<file path="config.mk">
export PLATFORM = sky130hd
export DESIGN_NAME = ompc_top
export DESIGN_NICKNAME = d
export VERILOG_FILES = /design/src/rtl/ompc_pkg.sv /design/src/rtl/ompc_sync.sv /design/src/rtl/ompc_decode.sv /design/src/rtl/ompc_top.sv
export SDC_FILE = /design/constraint.sdc
export NUM_CORES = 1
export LEC_CHECK = 0
export ABC_AREA = 1
export BUFFER_PORTS_ARGS = -buffer_cell sky130_fd_sc_hd__buf_4
export CAP_MARGIN = 20
export CELL_PAD_IN_SITES_DETAIL_PLACEMENT = 0
export CELL_PAD_IN_SITES_GLOBAL_PLACEMENT = 1
export CORE_MARGIN = 4
export CORE_UTILIZATION = 30
export CTS_CLUSTER_SIZE = 24
export DETAILED_ROUTE_END_ITERATION = 12
export PLACE_DENSITY_LB_ADDON = 0.08
export REMOVE_ABC_BUFFERS = 1
export SETUP_SLACK_MARGIN = 0.05
export SLEW_MARGIN = 20
export SYNTH_ARGS = -nofsm -noshare
export SYNTH_HDL_FRONTEND = slang
export SYNTH_HIERARCHICAL = 1
export SYNTH_SLANG_ARGS = --single-unit
</file>
<file path="constraint.sdc">
create_clock -name pclk -period 1.6 [get_ports pclk]
set_input_delay 0.16 -clock pclk [delete_from_list [all_inputs] [get_ports pclk]]
set_output_delay 0.16 -clock pclk [all_outputs]
set_load 0.005 [all_outputs]
</file>
<file path="src/rtl/ompc_pkg.sv">
// Package with register map, field positions, states and carriers of the operating-mode power controller.
// Overview of operation
// - Active mode keeps the PLL enabled but bypassed; clocks run at input clock.
// - Active mode lets DMA reach suitably configured L1 memories.
// - In active mode the PLL-off bit disables the PLL control input.
// - Sleep gates the core clock; PLL and system clock keep running.
// - Sleep wakeup samples bypass bit: clear goes full-on, set goes active.
// - DMA accesses to L1 are not serviced in sleep.
// - Deep sleep gates core and system clocks and disables the PLL.
// - Deep sleep blocks asynchronous peripherals from internal resources and external memory.
// - Deep sleep exits only on reset pin, into full-on.
// - Hibernate removes core supply and stops all clocks.
// - Writing zero to the hibernate bit drives regulator wake output low.
// - In hibernate all external pins go high impedance.
// - Any hibernate wakeup, reset pin included, starts full reset then boot.
// - Hibernate wakeup sources are enabled individually; wake output flags the wakeup.
// - Regulator control register survives hibernate; all else is lost.
// - Regulator wake output is active high to request power-up.
// - After a hibernate wakeup, start waits until active-low power good reports core supply ready.
// - Full-on keeps the PLL enabled and not bypassed.
// - Full-on is the default state after power-up.
package ompc_pkg;
    localparam logic [11:0] OMPC_PLL_CONTROL_REGISTER_ADDR  = 12'h000;
    localparam logic [11:0] OMPC_REGULATOR_CONTROL_REGISTER_ADDR   = 12'h004;
    localparam logic [11:0] OMPC_MODE_REQ_ADDR = 12'h008;
    localparam logic [11:0] OMPC_STATUS_ADDR   = 12'h00c;
    localparam logic [11:0] OMPC_WAKE_EN_ADDR  = 12'h010;

    localparam int OMPC_PLL_BYPASS_BIT = 0;
    localparam int OMPC_PLL_OFF_BIT    = 1;
    localparam int OMPC_VR_HIB_BIT     = 0;
    localparam int OMPC_VR_WEN_LSB     = 8;

    localparam int OMPC_WAKE_W = 8;
    localparam int OMPC_SYNC_W = 2;

    localparam logic [1:0]  OMPC_PLL_CONTROL_REGISTER_RST = 2'h0;
    localparam logic [31:0] OMPC_REGULATOR_CONTROL_REGISTER_RST  = 32'h00000001;

    typedef enum logic [2:0] {
        OMPC_REQ_FULL  = 3'h0,
        OMPC_REQ_ACT   = 3'h1,
        OMPC_REQ_SLEEP = 3'h2,
        OMPC_REQ_DEEP  = 3'h3
    } ompc_req_t;

    typedef enum logic [4:0] {
        OMPC_FULL_ON   = 5'b00001,
        OMPC_ACTIVE    = 5'b00010,
        OMPC_SLEEP     = 5'b00100,
        OMPC_DEEP      = 5'b01000,
        OMPC_HIBERNATE = 5'b10000
    } ompc_state_t;

    typedef struct packed {
        logic core_clk_en;
        logic sys_clk_en;
        logic pll_en;
        logic pll_bypass;
        logic pll_control_register_in_en;
        logic dma_l1_en;
        logic async_access_en;
        logic core_power_on;
        logic pins_hiz;
    } ompc_ctl_t;
endpackage : ompc_pkg

</file>
<file path="src/rtl/ompc_sync.sv">
// Two-flop synchroniser for a vector of asynchronous levels.
`timescale 1ns/1ps
module ompc_sync
    import ompc_pkg::*;
#(
    parameter int WIDTH = 1,
    parameter logic [WIDTH-1:0] RESET_VALUE = '0
) (
    input  wire logic             pclk,
    input  wire logic             presetn,
    input  wire logic [WIDTH-1:0] async_in,
    output logic      [WIDTH-1:0] sync_out
);
    logic [WIDTH-1:0] stage1;

    initial begin
        if (WIDTH < 1) $error("ompc_sync width must be at least one");
    end

    always_ff @(posedge pclk or negedge presetn) begin
        if (!presetn) begin
            stage1   <= RESET_VALUE;
            sync_out <= RESET_VALUE;
        end else begin
            stage1   <= async_in;
            sync_out <= stage1;
        end
    end
endmodule : ompc_sync

</file>
<file path="src/rtl/ompc_decode.sv">
// Maps the operating state onto clock gates, PLL controls and access enables.
`timescale 1ns/1ps
module ompc_decode
    import ompc_pkg::*;
(
    input  ompc_state_t state,
    input  wire logic   pll_off,
    output ompc_ctl_t   ctl
);
    always_comb begin
        ctl = '0;
        unique case (state)
            OMPC_FULL_ON: begin
                ctl.core_clk_en     = 1'b1;
                ctl.sys_clk_en      = 1'b1;
                ctl.pll_en          = 1'b1;
                ctl.pll_control_register_in_en   = 1'b1;
                ctl.dma_l1_en       = 1'b1;
                ctl.async_access_en = 1'b1;
                ctl.core_power_on   = 1'b1;
            end
            OMPC_ACTIVE: begin
                ctl.core_clk_en     = 1'b1;
                ctl.sys_clk_en      = 1'b1;
                ctl.pll_en          = 1'b1;
                ctl.pll_bypass      = 1'b1;
                ctl.pll_control_register_in_en   = !pll_off;
                ctl.dma_l1_en       = 1'b1;
                ctl.async_access_en = 1'b1;
                ctl.core_power_on   = 1'b1;
            end
            OMPC_SLEEP: begin
                ctl.sys_clk_en      = 1'b1;
                ctl.pll_en          = 1'b1;
                ctl.pll_control_register_in_en   = 1'b1;
                ctl.async_access_en = 1'b1;
                ctl.core_power_on   = 1'b1;
            end
            OMPC_DEEP: begin
                ctl.core_power_on   = 1'b1;
            end
            OMPC_HIBERNATE: begin
                ctl.pins_hiz        = 1'b1;
            end
            default: begin
                ctl = '0;
            end
        endcase
    end
endmodule : ompc_decode

</file>
<file path="src/rtl/ompc_top.sv">
// Operating-mode power controller with APB register access.
`timescale 1ns/1ps
module ompc_top
    import ompc_pkg::*;
#(
    parameter int WAKE_W = OMPC_WAKE_W
) (
    input  wire logic              pclk,
    input  wire logic              presetn,
    input  wire logic              psel,
    input  wire logic              penable,
    input  wire logic              pwrite,
    input  wire logic [11:0]       paddr,
    input  wire logic [31:0]       pwdata,
    output logic      [31:0]       prdata,
    output logic                   pready,
    output logic                   pslverr,
    input  wire logic              reset_pin_n,
    input  wire logic [WAKE_W-1:0] wakeup_in,
    input  wire logic              power_good_in_n,
    output logic                   regulator_wake_out,
    output logic                   core_clock_en,
    output logic                   sys_clock_en,
    output logic                   pll_enable,
    output logic                   pll_bypass,
    output logic                   pll_control_register_input_en,
    output logic                   dma_l1_allow,
    output logic                   async_access_allow,
    output logic                   core_power_on,
    output logic                   pins_hiz,
    output logic                   core_reset_n,
    output logic                   boot_start
);
    initial begin
        if (WAKE_W < 1 || WAKE_W > 24) $error("ompc_top wake width out of range");
    end

    ompc_state_t           state;
    ompc_state_t           next_state;
    ompc_ctl_t             ctl;
    logic [1:0]            pll_control_register;
    logic [31:0]           regulator_control_register;
    logic [WAKE_W-1:0]     wakeup_enable_registers;
    logic                  reset_pin_s;
    logic                  power_good_s;
    logic [WAKE_W-1:0]     wakeup_s;
    logic                  hold_start;
    logic                  wr;
    logic                  rd_map;
    logic                  mode_wr;
    ompc_req_t             mode_req;
    logic                  sleep_wake;
    logic                  hib_wake;

    function automatic logic addr_hit(input logic [11:0] a, input logic [11:0] r);
        addr_hit = (a == r);
    endfunction : addr_hit

    ompc_sync #(.WIDTH(WAKE_W + 2), .RESET_VALUE({{WAKE_W{1'b0}}, 2'b11})) u_sync (
        .pclk     (pclk),
        .presetn  (presetn),
        .async_in ({wakeup_in, reset_pin_n, power_good_in_n}),
        .sync_out ({wakeup_s, reset_pin_s, power_good_s})
    );

    ompc_decode u_decode (
        .state   (state),
        .pll_off (pll_control_register[OMPC_PLL_OFF_BIT]),
        .ctl     (ctl)
    );

    assign pready  = 1'b1;
    assign wr      = psel && penable && pwrite;
    assign rd_map  = addr_hit(paddr, OMPC_PLL_CONTROL_REGISTER_ADDR) || addr_hit(paddr, OMPC_REGULATOR_CONTROL_REGISTER_ADDR)
                  || addr_hit(paddr, OMPC_MODE_REQ_ADDR) || addr_hit(paddr, OMPC_STATUS_ADDR)
                  || addr_hit(paddr, OMPC_WAKE_EN_ADDR);
    assign pslverr = psel && penable && !rd_map;
    assign mode_wr = wr && addr_hit(paddr, OMPC_MODE_REQ_ADDR);
    assign mode_req = ompc_req_t'(pwdata[2:0]);

    // Only wakeups that software enabled can end sleep.
    assign sleep_wake = |(wakeup_s & wakeup_enable_registers);
    // Hibernate wakeups are enabled per source in the regulator control register.
    assign hib_wake   = (|(wakeup_s & regulator_control_register[OMPC_VR_WEN_LSB +: WAKE_W]))
                     || !reset_pin_s;

    // The regulator control register sits in the always-on domain, so only presetn clears it.
    always_ff @(posedge pclk or negedge presetn) begin
        if (!presetn) begin
            regulator_control_register <= OMPC_REGULATOR_CONTROL_REGISTER_RST;
        end else begin
            if (wr && addr_hit(paddr, OMPC_REGULATOR_CONTROL_REGISTER_ADDR)) begin
                regulator_control_register <= pwdata;
            end
            // A wakeup in the same cycle as a write must not be lost, so the set wins.
            if (state == OMPC_HIBERNATE && hib_wake) begin
                regulator_control_register[OMPC_VR_HIB_BIT] <= 1'b1;
            end
        end
    end

    // Core-domain registers are lost in hibernate and come back at reset values.
    always_ff @(posedge pclk or negedge presetn) begin
        if (!presetn) begin
            pll_control_register    <= OMPC_PLL_CONTROL_REGISTER_RST;
            wakeup_enable_registers <= '0;
        end else if (state == OMPC_HIBERNATE) begin
            pll_control_register    <= OMPC_PLL_CONTROL_REGISTER_RST;
            wakeup_enable_registers <= '0;
        end else if (wr && addr_hit(paddr, OMPC_PLL_CONTROL_REGISTER_ADDR)) begin
            pll_control_register    <= pwdata[1:0];
        end else if (wr && addr_hit(paddr, OMPC_WAKE_EN_ADDR)) begin
            wakeup_enable_registers <= pwdata[WAKE_W-1:0];
        end
    end

    always_comb begin
        next_state = state;
        unique case (state)
            OMPC_FULL_ON, OMPC_ACTIVE: begin
                if (mode_wr) begin
                    unique case (mode_req)
                        OMPC_REQ_FULL:  next_state = OMPC_FULL_ON;
                        OMPC_REQ_ACT:   next_state = OMPC_ACTIVE;
                        OMPC_REQ_SLEEP: next_state = OMPC_SLEEP;
                        OMPC_REQ_DEEP:  next_state = OMPC_DEEP;
                        default:        next_state = state;
                    endcase
                end
                if (wr && addr_hit(paddr, OMPC_REGULATOR_CONTROL_REGISTER_ADDR) && !pwdata[OMPC_VR_HIB_BIT]) begin
                    next_state = OMPC_HIBERNATE;
                end
            end
            OMPC_SLEEP: begin
                if (sleep_wake) begin
                    next_state = pll_control_register[OMPC_PLL_BYPASS_BIT] ? OMPC_ACTIVE : OMPC_FULL_ON;
                end
            end
            OMPC_DEEP: begin
                if (!reset_pin_s) begin
                    next_state = OMPC_FULL_ON;
                end
            end
            OMPC_HIBERNATE: begin
                if (hib_wake) begin
                    next_state = OMPC_FULL_ON;
                end
            end
            default: begin
                next_state = OMPC_FULL_ON;
            end
        endcase
    end

    always_ff @(posedge pclk or negedge presetn) begin
        if (!presetn) begin
            state <= OMPC_FULL_ON;
        end else begin
            state <= next_state;
        end
    end

    // After a hibernate wakeup the core stays in reset until power good is reported.
    always_ff @(posedge pclk or negedge presetn) begin
        if (!presetn) begin
            hold_start <= 1'b0;
        end else if (state == OMPC_HIBERNATE) begin
            hold_start <= 1'b1;
        end else if (!power_good_s) begin
            hold_start <= 1'b0;
        end
    end

    always_ff @(posedge pclk or negedge presetn) begin
        if (!presetn) begin
            boot_start <= 1'b0;
        end else begin
            boot_start <= hold_start && !power_good_s && state != OMPC_HIBERNATE;
        end
    end

    always_ff @(posedge pclk or negedge presetn) begin
        if (!presetn) begin
            prdata <= 32'h00000000;
        end else if (psel && !penable && !pwrite) begin
            prdata <= 32'h00000000;
            if (addr_hit(paddr, OMPC_PLL_CONTROL_REGISTER_ADDR)) prdata[1:0] <= pll_control_register;
            if (addr_hit(paddr, OMPC_REGULATOR_CONTROL_REGISTER_ADDR)) prdata <= regulator_control_register;
            if (addr_hit(paddr, OMPC_STATUS_ADDR)) prdata[4:0] <= state;
            if (addr_hit(paddr, OMPC_WAKE_EN_ADDR)) prdata[WAKE_W-1:0] <= wakeup_enable_registers;
        end
    end

    // Wake output follows the hibernate bit: low asks the regulator to shut down.
    assign regulator_wake_out = regulator_control_register[OMPC_VR_HIB_BIT];

    assign core_clock_en      = ctl.core_clk_en && !hold_start;
    assign sys_clock_en       = ctl.sys_clk_en && !hold_start;
    assign pll_enable         = ctl.pll_en;
    assign pll_bypass         = ctl.pll_bypass;
    assign pll_control_register_input_en   = ctl.pll_control_register_in_en;
    assign dma_l1_allow       = ctl.dma_l1_en && !hold_start;
    assign async_access_allow = ctl.async_access_en;
    assign core_power_on      = ctl.core_power_on;
    assign pins_hiz           = ctl.pins_hiz;
    assign core_reset_n       = !hold_start;

    chk_sleep_wake_bypass: assert property (@(posedge pclk) disable iff (!presetn)
        state == OMPC_SLEEP && sleep_wake |=> state == (pll_control_register[OMPC_PLL_BYPASS_BIT]
        ? OMPC_ACTIVE : OMPC_FULL_ON)) else $error("sleep wake went to wrong state");
    chk_deep_exit: assert property (@(posedge pclk) disable iff (!presetn)
        state == OMPC_DEEP && reset_pin_s |=> state == OMPC_DEEP) else $error("deep sleep left without reset");
    chk_deep_reset_full: assert property (@(posedge pclk) disable iff (!presetn)
        state == OMPC_DEEP && !reset_pin_s |=> state == OMPC_FULL_ON) else $error("deep sleep reset not full-on");
    chk_active_bypass: assert property (@(posedge pclk) disable iff (!presetn)
        state == OMPC_ACTIVE |-> pll_bypass && pll_enable && core_clock_en == !hold_start)
        else $error("active mode clocks wrong");
    chk_sleep_gates: assert property (@(posedge pclk) disable iff (!presetn)
        state == OMPC_SLEEP |-> !core_clock_en && pll_enable && !dma_l1_allow)
        else $error("sleep gating wrong");
    chk_deep_gates: assert property (@(posedge pclk) disable iff (!presetn)
        state == OMPC_DEEP |-> !core_clock_en && !sys_clock_en && !pll_enable && !async_access_allow)
        else $error("deep sleep gating wrong");
    chk_hib_entry: assert property (@(posedge pclk) disable iff (!presetn)
        wr && addr_hit(paddr, OMPC_REGULATOR_CONTROL_REGISTER_ADDR) && !pwdata[OMPC_VR_HIB_BIT]
        && !(state == OMPC_HIBERNATE && hib_wake)
        |=> !regulator_wake_out) else $error("wake output not low after hibernate write");
    chk_hib_pins: assert property (@(posedge pclk) disable iff (!presetn)
        state == OMPC_HIBERNATE |-> pins_hiz && !core_power_on && !sys_clock_en)
        else $error("hibernate outputs wrong");
    chk_pg_hold: assert property (@(posedge pclk) disable iff (!presetn)
        $fell(state == OMPC_HIBERNATE) && power_good_s |-> !core_reset_n && !core_clock_en)
        else $error("started before power good");
    chk_pll_off: assert property (@(posedge pclk) disable iff (!presetn)
        state == OMPC_ACTIVE && pll_control_register[OMPC_PLL_OFF_BIT] |-> !pll_control_register_input_en)
        else $error("pll control input not disabled");
endmodule : ompc_top

</file>
==> flow_summary.ini <==
[floorplan]
die_w_microns = 131
core_sq_um = 14700
die_y_microns = 131
fp-row-count = 44
die_area_sq_um = 17200
initial_core_util_pct = 31.0
io_pins = 105

[synthesis]
ys_seq_area_share_pct = 55.6
synth.avg_cell_area_sq_um = 9.17
synthTopCellsByArea = dfrtp_1 (52%), nand2_1 (9.0%), inv_1 (5.2%)
yosysWarningCount = 6
synth_edf_count = 0
synthFlopType = dfrtp_1
syn_area_sq_um = 4560
yosys-top-cells-count = nand2_1 (109), dfrtp_1 (95), inv_1 (63), nor2_1 (40), nand3_1 (25)
netlist-cell-type-count = 35
syn_inst = 497
synthArstFlopShare_pct = 100
synth_top_area_share_pct = 52.2
synth.most_common_cell = nand2_1
synth_seq_cells = 101
synth_top_cell_by_area = dfrtp_1

[layout]
diodes = 0
fillers = 1524
layout.nets = 697
final_cells = 827
final_area_sq_um = 6320
drive_gt1_share_pct = 34.8
syn2layout_area_growth_pct = 38.7

[run_status]
violations = negative setup slack
outcome = complete, but fails checks

[critical_path]
crit_path_end_kind = output pin
critPathMaxFanout = 3
crit_arrival_ns = 1.48
cp.required_ns = 1.44
worstSetupStartpointType = register
crit_type = reg2out

[grt]
grt_pass1_vias = 3863
antenna_found_initial = 0
grtUsageTotal_pct = 14.2
grt_max_degree = 54
overflow = 0
grt_pass1_wl_mm = 19.8

[timing]
min_period_ns = 1.64
fmax_ghz = 0.610
timing.final.ws_setup_ns = -0.0385
rsz0062_at_grt = yes
setup_viol = 8
timing.final.crit_share_pct = 102
slew_violations = 0
clock_skew_ns = 0.00677
hold_viol_final = 0

[power]
peakVddDrop_v = 0.000511
p_leak_nw = 3.18
finalPower_mw = 6.80
power_density_nw_per_um2 = 1080

[routing]
dr_wl_met2_mm = 5.61
drc = 0
post_drt_wl_per_cell_microns = 14.5
drtIter0Drc = 152
viasPerCell = 4.51
dr.pass1.iters = 4
drt-total-wl_mm = 12.0
top_layer = met4
wl_met3_microns = 696
wirelength_met1_mm = 5.57
antenna_left = 0
vias = 3733

[run]
maxCapViolCount = 0

[cts]
numCtsBuffers = 9
cts_buffer_depth = 2
cts_root_buf = clkbuf_16
cts_tree = done
clock_sinks = 101
htreeDepth = 3
clk_pin_slew_worst_paths_ns = 0.07
clock_latency_ns = 0.34

[placement]
placed_area_sq_um = 5580
dpl.hpwl_mm = 8.38
dp.cells = 781
routabilityCongestion = 0.798
port_buffers = 103
place_ws_ns = 0.0432

[min_path]
min_path_type = in2reg
-- worst paths after layout --
check,from,to,slack [ns],depth (start not counted)
hold / removal,pwdata[16],regulator_control_register[16]$_DFFE_PN0N_,0.02,3
min in group asynchronous,presetn,u_sync/stage1[7]$_DFF_PN0_,0.30,2
hold reg to reg,u_sync/stage1[2]$_DFF_PN0_,u_sync/sync_out[2]$_DFF_PN0_,0.35,0
max in group asynchronous,presetn,u_sync/stage1[0]$_DFF_PN1_,0.67,3
setup / recovery,state[0]$_DFFE_PN1P_,async_access_allow,-0.04,7
setup reg to reg,state[0]$_DFFE_PN1P_,state[1]$_DFFE_PN0P_,-0.02,11
-- power by group --
group	switching (mW)	leakage, nW	total, mW	internal, mW
Sequential	0.0595	1.22	2.70	2.64
Combinational	0.887	1.81	1.83	0.945
Clock	0.957	0.149	2.26	1.31
Total	1.90	3.18	6.80	4.89
-- routing by layer --
layer / GRT usage [%] / vias to the layer above
li1: - / 1889
met1: 18.7 / 1744
met3: 3.71 / 9
met4: 5.08 / 0
met2: 22.9 / 91
met5: 0 / -
-- what timing repair did --
| action | CTS | global route |
|---|---|---|
| endpoints found under the hold margin | 37 | 0 |
| resized for setup | 17 | 36 |
| hold buffers | 11 | 0 |
| buffers inserted | 9 | 9 |
| setup endpoints to repair | 9 | 21 |
| pin swaps | 8 | 15 |
| cloned | 0 | 1 |
-- worst max-delay path: stages, from the launching register on --
cell and delay (ns):
dfstp_2 0.57, inv_2 0.07, nand2_4 0.08, nor2_4 0.04
nand2_2 0.07, nand2_2 0.07, buf_6 0.12, buf_6 0.10
-- final cells by class --
class,instances,area [sq um],area share (%)
clock buffer,12,256,4.06
clock inverter,4,55.1,0.871
inverter,71,277,4.37
multi-input combinational,306,1730,27.4
sequential,101,2540,40.1
tap,184,230,3.64
timing repair buffer,148,1230,19.4
timing repair inverter,1,7.51,0.119
-- flip-flops by register name, summed over array words and instances, names as in the netlist --
name	flops
u_sync/sync_out	10
wakeup_enable_registers	8
boot_start	1
pll_control_register	2
u_sync/stage1	10
state	5
regulator_control_register	32
hold_start	1
prdata	32
-- placed cells by master (no fill, tap or decap), types with 4 or more instances in the layout --
cell / count
a21oi_1: 17
buf_12: 4
buf_4: 123
buf_6: 10
clkbuf_16: 9
dfrtp_1: 94
dfstp_2: 6
dlygate4sd3_1: 11
inv_1: 60
inv_2: 7
inv_4: 4
nand2_1: 101
nand2_2: 11
nand2_4: 6
nand3_1: 21
nand3_2: 6
nand4_1: 6
nor2_1: 33
nor2_2: 6
nor2_4: 7
nor3_1: 4
o21ai_0: 17
o21ai_1: 26
o21ai_2: 4
o31ai_1: 21
-- cell families (layout without fill, tap and decap cells) --
kind of cell | after synthesis | count (layout) | share of synthesized area (%)
compound gates | 95 | 95 | 12.7
buf+inv | 90 | 236 | 9.09
flops | 101 | 101 | 55.6
other cells | 1 | 1 | 0.0823
simple gates | 210 | 210 | 22.5
-- metrics by stage --
| stage | util [%] | setup TNS [ns] | hold slack, ns |
|---|---|---|---|
| CTS | 41.7 | -0.368 | 0.000463 |
| global route | 43.0 | -1.08 | 0.0154 |
| global placement | 38.0 | 0 | 0.141 |
| detailed placement | 38.0 | 0 | 0.146 |
| floorplan | - | -5.04 | -0.136 |
| finish | 43.0 | -0.221 | 0.0170 |
(Power assumes the default switching activity.)
